$ cat config.mk
export PLATFORM = sky130hd
export DESIGN_NAME = sadc_core
export DESIGN_NICKNAME = d
export VERILOG_FILES = /design/src/logic/sadc_pkg.sv /design/src/logic/sadc_clkdiv.sv /design/src/logic/sadc_core.sv
export SDC_FILE = /design/constraint.sdc
export NUM_CORES = 1
export LEC_CHECK = 0
export BUFFER_PORTS_ARGS = -buffer_cell sky130_fd_sc_hd__buf_4
export CELL_PAD_IN_SITES_DETAIL_PLACEMENT = 0
export CELL_PAD_IN_SITES_GLOBAL_PLACEMENT = 1
export CORE_ASPECT_RATIO = 0.8
export CORE_MARGIN = 1.5
export CORE_UTILIZATION = 47
export CTS_BUF_LIST = sky130_fd_sc_hd__clkbuf_4 sky130_fd_sc_hd__clkbuf_8
export CTS_CLUSTER_DIAMETER = 40
export DETAILED_ROUTE_END_ITERATION = 16
export PLACE_DENSITY_LB_ADDON = 0.1
export SLEW_MARGIN = 40
export SYNTH_ARGS = -nofsm -noshare
export SYNTH_HDL_FRONTEND = slang
export SYNTH_HIERARCHICAL = 1
export SYNTH_SLANG_ARGS = --single-unit
$ cat constraint.sdc
create_clock -name sys_clk -period 6.5 [get_ports sys_clk]
set_input_delay 0.325 -clock sys_clk [delete_from_list [all_inputs] [get_ports sys_clk]]
set_output_delay 0.325 -clock sys_clk [all_outputs]
set_load 0.05 [all_outputs]
$ cat src/logic/sadc_pkg.sv
// Package of constants and types for the converter strobe interface
`default_nettype none
package sadc_pkg;
   localparam int SADC_RES_W = 13;
   localparam int SADC_BITS = 13;
   // Conversion clock divider: 20 MHz down to 1 MHz
   localparam logic [4:0] SADC_CLK_DIV = 5'h13;
   // Periods spent sampling; minus sample comes three periods after plus
   localparam logic [3:0] SADC_SAMPLE_GAP = 4'h4;
   // Periods spent updating output latches
   localparam logic [3:0] SADC_UPD_LEN = 4'h2;
   localparam logic [3:0] SADC_BIT_TOP = 4'hC;
   localparam logic [12:0] SADC_RESULT_RST = 13'h0000;

   typedef enum logic [4:0] {
      SADC_IDLE = 5'b00001,
      SADC_SAMP = 5'b00010,
      SADC_CONV = 5'b00100,
      SADC_UPD = 5'b01000,
      SADC_DONE = 5'b10000
   } sadc_state_t;

   typedef struct packed {
      logic cs_n;
      logic wr_n;
      logic rd_n;
   } sadc_strobe_t;
endpackage
`default_nettype wire

$ cat src/logic/sadc_clkdiv.sv
// Conversion clock enable divider
`default_nettype none
module sadc_clkdiv
   import sadc_pkg::*;
(
   // Clock and reset
   input wire logic sys_clk,
   input wire logic rst,
   // Enable
   input wire logic run,
   output logic tick
);
   logic [4:0] cnt;
   wire at_top = (cnt == SADC_CLK_DIV);

   assign tick = run & at_top;

   always_ff @(posedge sys_clk) begin
      if (rst || !run || at_top) begin
         cnt <= 5'h00;
      end else begin
         cnt <= cnt + 5'h01;
      end
   end
endmodule
`default_nettype wire

$ cat src/logic/sadc_core.sv
// Strobe control and successive approximation sequencer
`default_nettype none
module sadc_core
   import sadc_pkg::*;
(
   // Clock and reset
   input wire logic sys_clk,
   input wire logic rst,
   // Host strobes, active low
   input wire sadc_strobe_t strobe,
   // Variant select: high for byte-wide readout
   input wire logic byte_mode,
   // Comparator: high when input above trial level
   input wire logic comp_above,
   output logic sample_plus,
   output logic sample_minus,
   output logic comp_strobe,
   output logic [SADC_RES_W-1:0] trial_code,
   // Results
   output logic [SADC_RES_W-1:0] result_word,
   output logic [7:0] byte_data_lines,
   output logic data_oe,
   output logic byte_sel_low,
   output logic conversion_done_flag_n,
   output logic wait_n,
   output logic busy
);
   sadc_state_t state;
   sadc_state_t next_state;
   logic wr_prev;
   logic rd_prev;
   logic [3:0] cnt;
   logic [3:0] bit_idx;
   logic [SADC_RES_W-1:0] sar;
   logic [SADC_RES_W-1:0] latch;
   logic tick;

   wire sel = ~strobe.cs_n;
   wire wr_fall = sel & ~strobe.wr_n & wr_prev;
   wire rd_fall = sel & ~strobe.rd_n & rd_prev;
   wire rd_rise = sel & strobe.rd_n & ~rd_prev;
   wire wr_low = sel & ~strobe.wr_n;
   wire conv_end = (state == SADC_UPD) & tick & (cnt == SADC_UPD_LEN - 4'h1);
   wire conv_step = (state == SADC_CONV) & tick;
   wire [SADC_RES_W-1:0] bit_mask = SADC_RES_W'(1) << bit_idx;
   // Once the sign is decided, trial sign is in offset form
   wire [SADC_RES_W-1:0] sign_flip = {(bit_idx != SADC_BIT_TOP), 12'h000};

   sadc_clkdiv u_div (
      .sys_clk(sys_clk),
      .rst(rst),
      .run(state != SADC_IDLE && state != SADC_DONE),
      .tick(tick)
   );

   // Sign bit inverted in trial so sign decides first
   assign trial_code = (sar ^ sign_flip) | bit_mask;
   assign sample_plus = (state == SADC_SAMP) & tick & (cnt == 4'h0);
   assign sample_minus = (state == SADC_SAMP) & tick & (cnt == SADC_SAMPLE_GAP - 4'h1);
   assign comp_strobe = conv_step;
   assign wait_n = (state != SADC_UPD);
   assign busy = (state != SADC_IDLE) & (state != SADC_DONE);
   assign data_oe = sel & ~strobe.rd_n;
   assign result_word = latch;

   always_comb begin
      next_state = state;
      case (state)
         SADC_IDLE, SADC_DONE: begin
            if (wr_fall) next_state = SADC_SAMP;
         end
         SADC_SAMP: begin
            if (tick && cnt == SADC_SAMPLE_GAP - 4'h1) next_state = SADC_CONV;
         end
         SADC_CONV: begin
            if (tick && bit_idx == 4'h0) next_state = SADC_UPD;
         end
         SADC_UPD: begin
            if (conv_end) next_state = SADC_DONE;
         end
         default: next_state = SADC_IDLE;
      endcase
      // Restart of a running conversion by a new strobe
      if (wr_fall && state != SADC_IDLE && state != SADC_DONE) next_state = SADC_SAMP;
   end

   always_ff @(posedge sys_clk) begin
      if (rst) begin
         state <= SADC_IDLE;
         wr_prev <= 1'b1;
         rd_prev <= 1'b1;
      end else begin
         state <= next_state;
         wr_prev <= ~sel | strobe.wr_n;
         rd_prev <= ~sel | strobe.rd_n;
      end
   end

   always_ff @(posedge sys_clk) begin
      if (rst || wr_fall || next_state != state) begin
         cnt <= 4'h0;
      end else if (tick) begin
         cnt <= cnt + 4'h1;
      end
   end

   // Successive approximation, sign first
   always_ff @(posedge sys_clk) begin
      if (rst || wr_fall) begin
         sar <= SADC_RESULT_RST;
         bit_idx <= SADC_BIT_TOP;
      end else if (conv_step) begin
         if (bit_idx == SADC_BIT_TOP) begin
            sar[bit_idx] <= ~comp_above;
         end else begin
            sar[bit_idx] <= comp_above;
         end
         if (bit_idx != 4'h0) bit_idx <= bit_idx - 4'h1;
      end
   end

   // Latch updated regardless of write length
   always_ff @(posedge sys_clk) begin
      if (rst) begin
         latch <= SADC_RESULT_RST;
      end else if (conv_end) begin
         latch <= sar;
      end
   end

   // Long write and held-low read suppress done flag
   always_ff @(posedge sys_clk) begin
      if (rst) begin
         conversion_done_flag_n <= 1'b1;
      end else if (conv_end && !wr_low && !(sel && !strobe.rd_n)) begin
         conversion_done_flag_n <= 1'b0;
      end else if (wr_fall || rd_fall) begin
         conversion_done_flag_n <= 1'b1;
      end
   end

   // Byte order toggle
   always_ff @(posedge sys_clk) begin
      if (rst || conv_end) begin
         byte_sel_low <= 1'b0;
      end else if (byte_mode && rd_rise) begin
         byte_sel_low <= ~byte_sel_low;
      end
   end

   // Byte lanes: sign-extended high byte, then low byte
   always_ff @(posedge sys_clk) begin
      if (rst) begin
         byte_data_lines <= 8'h00;
      end else if (rd_fall || (data_oe && conv_end)) begin
         if (!byte_sel_low) begin
            byte_data_lines <= {{3{latch[12]}}, latch[12:8]};
         end else begin
            byte_data_lines <= latch[7:0];
         end
      end
   end
endmodule
`default_nettype wire

* Yosys cells after proc, flatten, opt, wreduce, memory -nomap -nowiden
Cells that the tools add are included.
Storage, ports and cells: register bits 56, latch bits 0, memory bits (writable) 0, ROM bits 0, output and inout bits 42, logic and storage cells 97, memories kept 0
Operators by class: $add $sub $neg 3, $mul 0, divide/modulo/power cells 0, order comparisons 2, eq/ne operators 14, shift-type cells 1, mux-type cells 14, bitwise gates (word level) 24, reduce and logical (&&, ||, !) cells 28
Operators with widths (number):
- bitwise mux 13 bit | 2
- two-way mux 5 bit | 5
- case mux 5 bit (4 select lines) | 1
- AND 1 bit | 14
- two-way mux 13 bit | 1
- OR 13 bit | 1
- << shifter 1 x 4 -> 13 bit (first input constant) | 1
- bitwise XOR 13 bit | 1
- logical AND 1 bit | 11
- equality test 5 bit (second input constant) | 2
- zero test 4 bit | 2
- two-way mux 8 bit | 1
- logical OR 1 bit | 7
- inverter 1 bit | 6
- adder 5 x 1 -> 5 bit (second input constant) | 1
- equality test 5 x 1 -> 1 bit (second input constant) | 1
- equality test 5 x 2 -> 1 bit (second input constant) | 1
- equality test 5 x 3 -> 1 bit (second input constant) | 1
- equality test 5 x 4 -> 1 bit (second input constant) | 1
- less-than comparator 4 x 5 -> 1 bit (second input constant) | 1
- inequality test 5 x 1 -> 1 bit (second input constant) | 1
- inequality test 5 x 4 -> 1 bit (second input constant) | 1
- inequality test 5 bit | 1
- inequality test 5 bit (second input constant) | 1
- 15 further kinds | 21

* Longest topological paths before layout
Gate-level depths: netlist of the first run.
word-level depth 10, mapped depth 11, mapped depth without buffers 8

* Hierarchy
The synthesis of the first run kept the hierarchy.
Modules (own cells, without submodules):
- sadc_core | times used 1, cells each 294, area each 2665.1 µm², sequential area each 1021.0 µm²
- sadc_clkdiv | times used 1, cells each 20, area each 202.7 µm², sequential area each 100.1 µm²

* Worst setup path after synthesis of the first run
OpenSTA, ideal clock, no wires.
path kind flip-flop to flip-flop, start point register state[1], end point register byte_data_lines[5], data arrival time 2.439 ns, required time 6.366 ns, slack 3.926 ns, cell stages (with the launch flop) 12, buffers on the path 3, clock period less this slack 2.574 ns, cell sequence dfxtp_1 > buf_2 > nor3_1 > nand2_1 > and2_2 > and4bb_2 > and3_1 > buf_6 > o21a_4 > buf_6 > nor2_1 > a211oi_2
Between the ends: longest elaborated chain between the ends 7
RTL lines:
- start: declaration | RTL line sadc_core.sv:28 | sadc_state_t state;
- start signal: assignment | RTL line sadc_core.sv:93 | state <= next_state;
- inequality test 5 x 1 -> 1 bit or inequality test 5 bit (tied branches) | RTL line sadc_core.sv:52 | .run(state != SADC_IDLE && state != SADC_DONE),
- logical AND 1 bit * | RTL line sadc_core.sv:52
- AND 1 bit * | RTL line sadc_clkdiv.sv:16 | assign tick = run & at_top;
- via tick | RTL line sadc_core.sv:36 | logic tick;
- AND 1 bit * (2 in series) | RTL line sadc_core.sv:43 | wire conv_end = (state == SADC_UPD) & tick & (cnt == SADC_UPD_LEN - 4'h1);
- logical AND 1 bit * | RTL line sadc_core.sv:155 | end else if (rd_fall || (data_oe && conv_end)) begin
- logical OR 1 bit * | RTL line sadc_core.sv:155
- end signal: assignment | RTL line sadc_core.sv:157 | byte_data_lines <= {{3{latch[12]}}, latch[12:8]};
- end signal: assignment | RTL line sadc_core.sv:159 | byte_data_lines <= latch[7:0];
- end: declaration | RTL line sadc_core.sv:21 | output logic [7:0] byte_data_lines,
Mark *: on every way through the listed nets, which the timed path passes. The rest lies on a longest branch. A chain may end at the register's enable or synchronous reset.

* Final worst setup path of the first run
start point register state[4], end point output comp_strobe
Between the ends: longest elaborated chain between the ends 4
RTL lines:
- inequality test 5 x 1 -> 1 bit or inequality test 5 bit (tied branches) | RTL line sadc_core.sv:52
- logical AND 1 bit * | RTL line sadc_core.sv:52
- AND 1 bit * | RTL line sadc_clkdiv.sv:16
- via tick | RTL line sadc_core.sv:36
- AND 1 bit * | RTL line sadc_core.sv:44 | wire conv_step = (state == SADC_CONV) & tick;
- end: declaration | RTL line sadc_core.sv:17 | output logic comp_strobe,
Marks and branches as above.

==> metrics, run 1 <==
Worst Skew roughly 0.012 ns; fin. max-slew vios 0; Reg clk slew, reported paths approximately 0.11 ns; H-tree depth 2; layout cell share with drive strength beyond 1 20.9%; ys async rst share 0%; Min Clock Period, post-route roughly 2.9 ns; Hold Fails Final Rpt 0; Root Driver clkbuf_8; num rows 25; initial antenna violation count 0; Max clock buf depth 2; die width about 90 um; CORE AREA between 5000 and 6000 um2; Max Clk Rate approximately 350 MHz; Setup-failing EPs final 0; Area growth syn-to-layout 11.6%; DPL Wire Length between 4000 and 5000 um; Initial Utilization 48.5%; DP Worst Slack roughly 3.8 ns; largest net degree at the start of global routing 33; Residual DRC 0; worst slew pin tran 0.798 ns; vias after detailed routing about 2.3k; Netlist cell types between 50 and 60; PwrDens a little under 200 nW/um2; RSZ-0062 raised after global routing false; Hold Buf Count CTS 0; Worst Path Max Fanout 17; Syn Nets 330; routability cong. around 0.87; DRT iter0 DRCs 110; die area 6580 um2; most common cell after layout, fill and taps aside dfxtp_1; final worst-path setup slack between 3 and 4 ns; ANT cells 0; CP Data Required Time 6.17 ns; first-pass GRT wire length a little over 10000 um; IR drop worst, VDD ~0.094 mV; Max-Slew Margin vs Limit around 47%; Hold WC Path Type input port to register; Post-Syn Instances approximately 310; DRT Wirelength 6310 um; gr ovfl total 0; sequential share of the synthesized area about 39%; post-CTS sizing 0; Inserted Clock Buffers 5; wire per inst between 10 and 15 um; critical path class register to output pin; Ys Warns 6; ys flop type dfxtp_1; Post-synth EDFFs 0; Total Routing Usage GR 19.4%; CP arrival between 2 and 3 ns; Post-DRT Antenna Nets 0; CTS tree yes; nets 360; vias in the first global route between 2k and 2.5k; DR pass1 iterations 4; setup bufs post-CTS 0; Pleak approximately 1.3 nW; highest-delay cell along the critical path dfxtp_1; Vias/cell around 5.4; status completed; Ports 49; Port Buffers 48; CP Cell Sequence xor2_1 -> nand2_1 -> and2_2 -> and3_1 -> buf_4; Worst-Skew Late Latency 0.31 ns; Mapped Area roughly 2900 um2; Die Ht ~73 um; Critical Path End Type output pin; syn avg cell area 9.13 um2; Setup crit start kind register; CTS sink count 56; fin crit share around 44%; Max-Cap Viols 0; most frequent cells in the layout dfxtp_1 (56), buf_4 (48), nand2_1 (37), nor2_1 (27), a21oi_1 (22); CP max stage delay around 0.65 ns; Seq cells post-synth between 50 and 60; Final TNS setup 0 ns
==> per-stage QoR <==
step	utilization (%)	hold slack, ns	std cells	instance area [um2]	power, W
after floorplan	-	0.418	314	2870	0.000421
after detailed placement	52.5	0.439	418	3100	0.000437
after global placement	52.5	0.437	418	3100	0.000437
final	54.1	0.221	426	3200	0.000633
after CTS	54.1	0.213	426	3200	0.000638
after global routing	54.1	0.229	426	3200	0.000660
==> worst max-delay path, delay by kind of cell (launching register included) <==
family,cells,cell delay (ns)
AND/OR/NAND/NOR,3,1.08
flip-flops,1,0.65
buffers and inverters,1,0.32
XOR/XNOR,1,0.17
==> cell type report <==
type	count	area [um2]
Tap cell	81	101
Sequential cell	56	1120
Clock inverter	3	27.5
Timing Repair Buffer	48	360
Fill cell	578	2710
Clock buffer	5	68.8
Multi-Input combinational cell	227	1500
Inverter	6	22.5
==> registers in the layout, summed over array words and instances (netlist names) <==
name                    count
result_word                13
sar                        13
byte_data_lines             8
state                       5
u_div/cnt                   5
bit_idx                     4
cnt                         4
byte_sel_low                1
conversion_done_flag_n      1
rd_prev                     1
wr_prev                     1
==> path summary, 6_finish.rpt <==
check / startpoint / endpoint / slack, ns / depth (start not counted)
setup / recovery: state[4]$_SDFF_PP0_ / comp_strobe / 3.64 / 5
hold / removal: strobe[1] / wr_prev$_SDFF_PP1_ / 0.22 / 2
setup reg to reg: state[4]$_SDFF_PP0_ / byte_data_lines[6]$_SDFFE_PP0P_ / 3.74 / 8
hold reg to reg: u_div/cnt[0]$_SDFF_PP0_ / u_div/cnt[0]$_SDFF_PP0_ / 0.45 / 1
==> power by group <==
part	internal (W)	total (W)	leakage, nW	switching [W]
clock network	0.0000795	0.000204	0.0463	0.000124
logic	0.0000259	0.0000730	0.752	0.0000471
registers	0.000349	0.000357	0.453	0.00000756
total	0.000454	0.000633	1.25	0.000179
==> per-layer routing <==
| metal | wire length, um | vias up | global-route usage [%] |
|---|---|---|---|
| met3 | 295 | 2 | 4.06 |
| met5 | 0 | - | 0 |
| met4 | 27 | 0 | 3.88 |
| li1 | - | 1176 | - |
| met2 | 2520 | 50 | 26.9 |
| met1 | 3460 | 1054 | 30.4 |
==> cell usage after synthesis (2+ instances only) <==
cell type / n / share of area, %
and2_2: 2 / 0.52
o211ai_1: 2 / 0.52
nor4_1: 5 / 1.1
or3_1: 2 / 0.44
clkbuf_8: 3 / 1.4
nor3_1: 9 / 1.6
and3_1: 3 / 0.65
nor2_1: 27 / 3.5
nand4bb_1: 2 / 0.79
a21o_1: 11 / 2.9
a21oi_1: 22 / 3.8
nor2b_1: 4 / 0.87
clkbuf_1: 4 / 0.52
nor4_4: 2 / 1.5
a311oi_1: 10 / 3.1
nand2b_1: 4 / 0.87
xnor2_1: 6 / 1.8
or3b_2: 2 / 0.61
a31oi_1: 9 / 2.0
nand2_1: 37 / 4.8
a211oi_2: 2 / 0.87
buf_2: 4 / 0.70
nand3_1: 11 / 1.9
ha_1: 9 / 3.9
inv_1: 6 / 0.79
a22oi_1: 2 / 0.52
a211oi_1: 7 / 1.8
nand4_1: 3 / 0.65
xor2_1: 6 / 1.8
a21boi_0: 2 / 0.52
dfxtp_1: 56 / 39
buf_6: 10 / 3.9
mux2i_1: 8 / 2.8
==> cell families after synthesis <==
logic type / after synthesis / synth area share (%)
adder cells (fa/ha/maj): 9 / 3.93
multiplexers: 8 / 2.79
flip-flops: 56 / 39.1
AND/OR/NAND/NOR: 122 / 23.0
AO/OA/AOI/OAI: 76 / 18.9
XOR/XNOR: 12 / 3.66
buffers and inverters: 31 / 8.64
Power figures use the tool's default switching activity.
==> run 2, diff against run 1 <==
Settings changed: ABC_AREA set to 1, CORE_UTILIZATION 47 to 41.
Clock period 6.5 ns to 2.93 ns, I/O delays scaled along.
==> metrics, run 2 <==
status completed; CP max stage delay 0.46 ns (-0.19 ns); most common cell after layout, fill and taps aside nand2_1; sequential share of the synthesized area 40.1% (+1.1 points); initial antenna violation count 0 (unchanged); Hold Fails Final Rpt 0 (unchanged); Mapped Area 2790 um2 (-2.6%); ys async rst share 0% (unchanged); Seq cells post-synth 56 (unchanged); Ports 49 (unchanged); CTS tree yes; CORE AREA 6470 um2 (+9.5%); Max-Cap Viols 0 (unchanged); DP Worst Slack 0.361 ns (-3.42 ns); Area growth syn-to-layout 18.0%; Syn Nets 403 (+22%); fin crit share around 82%; Netlist cell types 33 (-40%); Root Driver clkbuf_8; crit path buf inv count 5 (+4); Setup crit start kind register; critical path class register to register; cell with the most instances after synthesis nand2_1; fin. max-slew vios 0 (unchanged); PwrDens 431 nW/um2 (+120%); nets 449 (+25%); syn avg cell area 7.22 um2 (-21%); num rows 26 (+4.0%); Crit path max-delay family simple AND/OR/NAND/NOR gates; Min Clock Period, post-route 2.41 ns; dpl cell area 3210 um2 (+3.5%); Post-DRT Antenna Nets 0 (unchanged); Worst Skew 0.0102 ns (-0.00168 ns); IR drop worst, VDD 0.165 mV (+75%); Synth top area share 40.1% (+1.1 points); ys flop type dfxtp_1; final hold slack 0.0447 ns (-0.176 ns); Worst-Skew Late Latency 0.31 ns (about the same); Setup-failing EPs final 0 (unchanged); register area 1120 um2 (unchanged); Post-synth EDFFs 0 (unchanged); Hold WC Path Type input port to register; wire per inst 12.5 um (-16%); fillers 684 (+18%); highest-delay cell along the critical path dfxtp_1; Reg clk slew, reported paths 0.10 ns (about the same); cell area after layout 3300 um2 (+3.0%); Max clock buf depth 2 (unchanged); Vias/cell 4.91 (-8.4%); die width 95.3 um (+5.5%); CP Data Required Time 3.17 ns (-3.00 ns); DR pass1 iterations 4 (unchanged); CP Cell Sequence inv_1 -> nand2_1 -> nor2_4 -> inv_4 -> inv_1 -> nor2_2 -> nand3_1 -> inv_1 -> nand2_4 -> clkinv_2 -> nor2_2 -> nor2_8 -> o21ai_0 -> a31oi_1; Post-Syn Instances 387 (+23%); vias after detailed routing 2538 (+11%); Worst R2R Path Depth 14 (+6); Ys Warns 6 (unchanged); DRT iter0 DRCs 95 (-14%); Multi-input gate area 1460 um2 (-2.4%); Total Routing Usage GR 18.1% (-1.3 points); layout cell share with drive strength beyond 1 22.4% (+1.5 points); most frequent cells in the layout nand2_1 (70), nor2_1 (65), dfxtp_1 (56), buf_4 (49), inv_1 (31); Final TNS setup 0 ns (unchanged); worst slew pin tran 0.602 ns (-0.196 ns); largest net degree at the start of global routing 26 (-21%); ANT cells 0 (unchanged); Port Buffers 48 (unchanged); Synth top cells by count nand2_1 (70), nor2_1 (66), dfxtp_1 (56), inv_1 (31), o21ai_0 (27); Die Ht 76.8 um (+5.4%); DRT Wirelength 6450 um (+2.2%); Initial Utilization 43.1% (-5.4 points); routability cong. 0.762 (-12%); Max Clk Rate 415 MHz; most frequent CP cell inv_1; vias in the first global route 2193 (+8.9%); Inserted Clock Buffers 5 (unchanged); die area 7320 um2 (+11%); Worst path depth 14 (+9); Pleak 1.47 nW (+17%); ranking of synthesized cells by area dfxtp_1 (40%), nand2_1 (9.4%), nor2_1 (8.9%), o21ai_0 (4.8%), inv_1 (4.2%); final worst-path setup slack 0.521 ns (-3.12 ns); first-pass GRT wire length 10400 um (+1.7%); Final Util 50.9% (-3.2 points); gr ovfl total 0 (unchanged); Worst Path Max Fanout 16 (-1); post-synth top area cell dfxtp_1; Critical Path End Type register; hold path depth 2 (unchanged); RSZ-0062 raised after global routing false; Max-Slew Margin vs Limit 59.8% (+13 points); CP arrival 2.65 ns (+0.11 ns); DPL Wire Length 4870 um (+7.8%); CTS sink count 56 (unchanged); Residual DRC 0 (unchanged); H-tree depth 2 (unchanged)
==> run 2: stage by stage <==
step           std cells  power (W)
2_1_floorplan        387   0.000974
3_3_place_gp         510    0.00103
3_5_place_dp         510    0.00103
4_1_cts              517    0.00144
5_1_grt              517    0.00150
6_report             517    0.00142
==> run 2: worst paths after layout <==
path | start | end | slack, ns
worst max-delay path | state[1]$_SDFF_PP0_ | byte_data_lines[0]$_SDFFE_PP0P_ | 0.52
worst max register to register | state[1]$_SDFF_PP0_ | byte_data_lines[0]$_SDFFE_PP0P_ | 0.52
worst min-delay path | comp_above | sar[12]$_SDFFE_PP0P_ | 0.04
worst min register to register | u_div/cnt[0]$_SDFF_PP0_ | u_div/cnt[0]$_SDFF_PP0_ | 0.47
==> run 2: worst reg2reg max path, cell delays in order, from the launching register on <==
cell      delay [ns]
dfxtp_1         0.46
inv_1           0.09
nand2_1         0.11
nor2_4          0.06
inv_4           0.09
inv_1           0.07
nor2_2          0.32
nand3_1         0.18
inv_1           0.13
nand2_4         0.11
clkinv_2        0.18
nor2_2          0.09
nor2_8          0.19
o21ai_0         0.11
a31oi_1         0.17
==> run 2: cell type report <==
cell class	count	area share [%]
timing repair buffer	49	11.2
inverter	41	4.78
tap	84	3.19
multi-input combinational	280	44.4
clock inverter	2	0.380
clock buffer	5	2.09
sequential	56	34.0
==> run 2: metal layers <==
layer / global-route usage [%] / vias to the layer above / part of all wire [%]
met5: 0 / - / 0
met4: 4.48 / 0 / 0.68
met3: 3.77 / 4 / 4.7
met2: 25.8 / 44 / 41
met1: 27.2 / 1133 / 54
li1: - / 1357 / -
==> run 2: power breakdown <==
part	internal (W)	switching [W]	total, W
clock network	0.000163	0.000248	0.000411
logic	0.0000640	0.000152	0.000216
registers	0.000777	0.0000159	0.000793
total	0.00100	0.000416	0.00142
==> run 2: logic make-up (layout without fill, tap and decap cells) <==
family	Yosys count	after routing	share of synthesized area (%)
adders and majority gates	9	9	4.03
xor gates and xnor gates	6	6	1.88
DFF	56	56	40.1
AOI/OAI and AO/OA	58	58	11.2
buffers and inverters	51	97	7.57
and+or+nand+nor	207	207	35.1
==> run 2: timing repair <==
item / CTS / global route
hold buffers: 0 / 0
buffers inserted: 0 / 0
gates resized for setup: 0 / 1
endpoints found under the setup margin: 0 / 2
==> run 3, diff against run 2 <==
Settings changed: CORE_UTILIZATION 41 to 37.
Clock period 2.93 ns to 2.1 ns, I/O delays scaled along.
==> metrics, run 3 (synthesis gave the netlist of run 2 again) <==
DR pass1 iterations 4 (unchanged); Final Util 47.1% (-3.8 points); layout cell share with drive strength beyond 1 27.2% (+4.8 points); fin. max-slew vios 0 (unchanged); Residual DRC 0 (unchanged); first-pass GRT wire length 11800 um (+13%); Worst-Skew Late Latency 0.32 ns (about the same); Vias/cell 4.90 (-0.23%); Root Driver clkbuf_8; wire per inst 13.0 um (+3.9%); Reg2Reg Launch Point u_div/cnt[0]$_SDFF_PP0_; hold_sp strobe[1]; DP Worst Slack 0.131 ns (-0.230 ns); GRT met1 Usage 27.4% (+0.23 points); die area 8080 um2 (+10%); Total Routing Usage GR 18.5% (+0.43 points); IR drop worst, VDD 0.249 mV (+52%); gr busiest metal met2; Max clock buf depth 2 (unchanged); vias in the first global route 2462 (+12%); final worst-path setup slack 0.0940 ns (-0.427 ns); vias after detailed routing 2635 (+3.8%); ANT cells 0 (unchanged); most frequent CP cell buf_4; worst reg2reg setup slack 0.21 ns (-0.31 ns); Setup crit start kind register; DP Cell Count 528 (+3.5%); DRT iter0 DRCs 81 (-15%); largest net degree at the start of global routing 26 (unchanged); die width 100 um (+5.1%); Post-DRT Antenna Nets 0 (unchanged); critical path class register to output pin; routability cong. 0.868 (+14%); worst slew pin tran 0.661 ns (+0.0586 ns); Hold WC Path Type input port to register; status completed; nets 463 (+3.1%); Area growth syn-to-layout 24.1%; initial antenna violation count 0 (unchanged); gr ovfl total 0 (unchanged); Initial Utilization 38.0% (-5.2 points); most common cell after layout, fill and taps aside nand2_1; DPL Wire Length 5250 um (+7.7%); fin cells 538 (+4.1%); Inserted Clock Buffers 5 (unchanged); r2r endpoint bit_idx[2]$_SDFFE_PP1P_; Hold Path Sink wr_prev$_SDFF_PP1_; Reg clk slew, reported paths 0.11 ns (about the same); H-tree depth 2 (unchanged); GRT met2 Usage 27.6% (+1.7 points); RSZ-0062 raised after global routing true; dpl cell area 3320 um2 (+3.4%); cell area after layout 3460 um2 (+5.1%); Global Route met3 Usage 3.13% (-0.64 points); Ports 49 (unchanged); Hold Fails Final Rpt 0 (unchanged); PwrDens 596 nW/um2 (+38%); Max-Cap Viols 0 (unchanged); CP Data Required Time 2.00 ns (-1.17 ns); Pleak 1.55 nW (+5.7%); Max-Slew Margin vs Limit 55.9% (-3.9 points); Final Power 0.00207 W (+46%); DRT Wirelength 6970 um (+8.1%); CTS sink count 56 (unchanged); hold path depth 3 (+1); CP max stage delay 0.36 ns (-0.10 ns); Min Clock Period, post-route between 2 and 2.5 ns; CORE AREA 7360 um2 (+14%); Max Clk Rate 499 MHz; CP Cell Sequence ha_1 -> nand4_1 -> nor2_4 -> buf_4 -> nand2_1 -> inv_4 -> buf_12 -> buf_4; Setup-failing EPs final 0 (unchanged); CTS tree yes; fin crit share a little over nine tenths; Worst Skew 0.00805 ns (-0.00213 ns); fillers 740 (+8.2%); Worst R2R Path Depth 10 (-4); Worst Path Max Fanout 8 (-8); Port Buffers 48 (unchanged); most frequent cells in the layout nand2_1 (67), nor2_1 (64), buf_4 (61), dfxtp_1 (51), inv_1 (29); Die Ht 80.7 um (+5.1%); num rows 28 (+7.7%); Critical Path End Type output pin; CP arrival 1.90 ns (-0.75 ns); highest-delay cell along the critical path dfxtp_2
-- run 3: cell count changes in the layout (fill, tap and decap cells not counted), moves of 2 or more --
cell	previous run	this run
dfxtp_2	0	4
nor2_4	3	5
buf_4	49	61
nand2_1	70	67
nand2_2	4	7
dfxtp_1	56	51
inv_1	31	29
-- run 3: per-stage QoR --
| step | TNS (ns) | hold slack (ns) |
|---|---|---|
| after detailed placement | 0 | 0.331 |
| final | 0 | 0.0234 |
| after CTS | 0 | 0.00816 |
| after global routing | -0.104 | 0.0211 |
| after global placement | 0 | 0.328 |
| after floorplan | 0 | 0.177 |
-- run 3: power by group --
group	internal [W]	switching, W	total (W)
logic	0.000105	0.000227	0.000332
clock network	0.000241	0.000387	0.000627
registers	0.00109	0.0000187	0.00111
total	0.00143	0.000632	0.00207
-- run 3: routing by layer --
layer / vias up / routed length (um)
met3: 5 / 269
met1: 1186 / 3750
met5: - / 0
li1: 1386 / -
met4: 0 / 63
met2: 58 / 2880
-- run 3: how the worst max path moves through the flow --
stage / start / endpoint / cells after the start
6_report: u_div/cnt[0]$_SDFF_PP0_ / comp_strobe / 8
3_5_place_dp: state[3]$_SDFF_PP0_ / cnt[3]$_SDFFE_PP0P_ / 16
2_1_floorplan: state[4]$_SDFF_PP0_ / sample_minus / 12
3_3_place_gp: state[3]$_SDFF_PP0_ / cnt[3]$_SDFFE_PP0P_ / 16
4_1_cts: state[0]$_SDFF_PP1_ / comp_strobe / 12
5_1_grt: u_div/cnt[0]$_SDFF_PP0_ / cnt[0]$_SDFFE_PP0P_ / 15
-- run 3: timing repair --
action / 4_1_cts / 5_1_grt
buffers inserted: 1 / 0
hold endpoints to repair: 1 / 0
hold buffers: 1 / 0
setup endpoints to repair: 1 / 13
resized for setup: 3 / 13
pin swaps: 0 / 4
-- run 3: area by class of cell --
type	instances	area, um2	area share [%]
Multi-Input combinational cell	280	1480	42.8
Sequential cell	56	1130	32.6
Clock buffer	5	68.8	1.99
Tap cell	90	113	3.25
Clock inverter	3	22.5	0.650
Timing Repair Buffer	63	488	14.1
Inverter	41	160	4.62
-- run 3: critical path, delay by kind of cell (launching register included) --
family | cells | cell delay, ns
adder cells (fa/ha/maj) | 1 | 0.16
buffers and inverters | 4 | 0.55
flip-flops | 1 | 0.36
AND/OR/NAND/NOR | 3 | 0.49
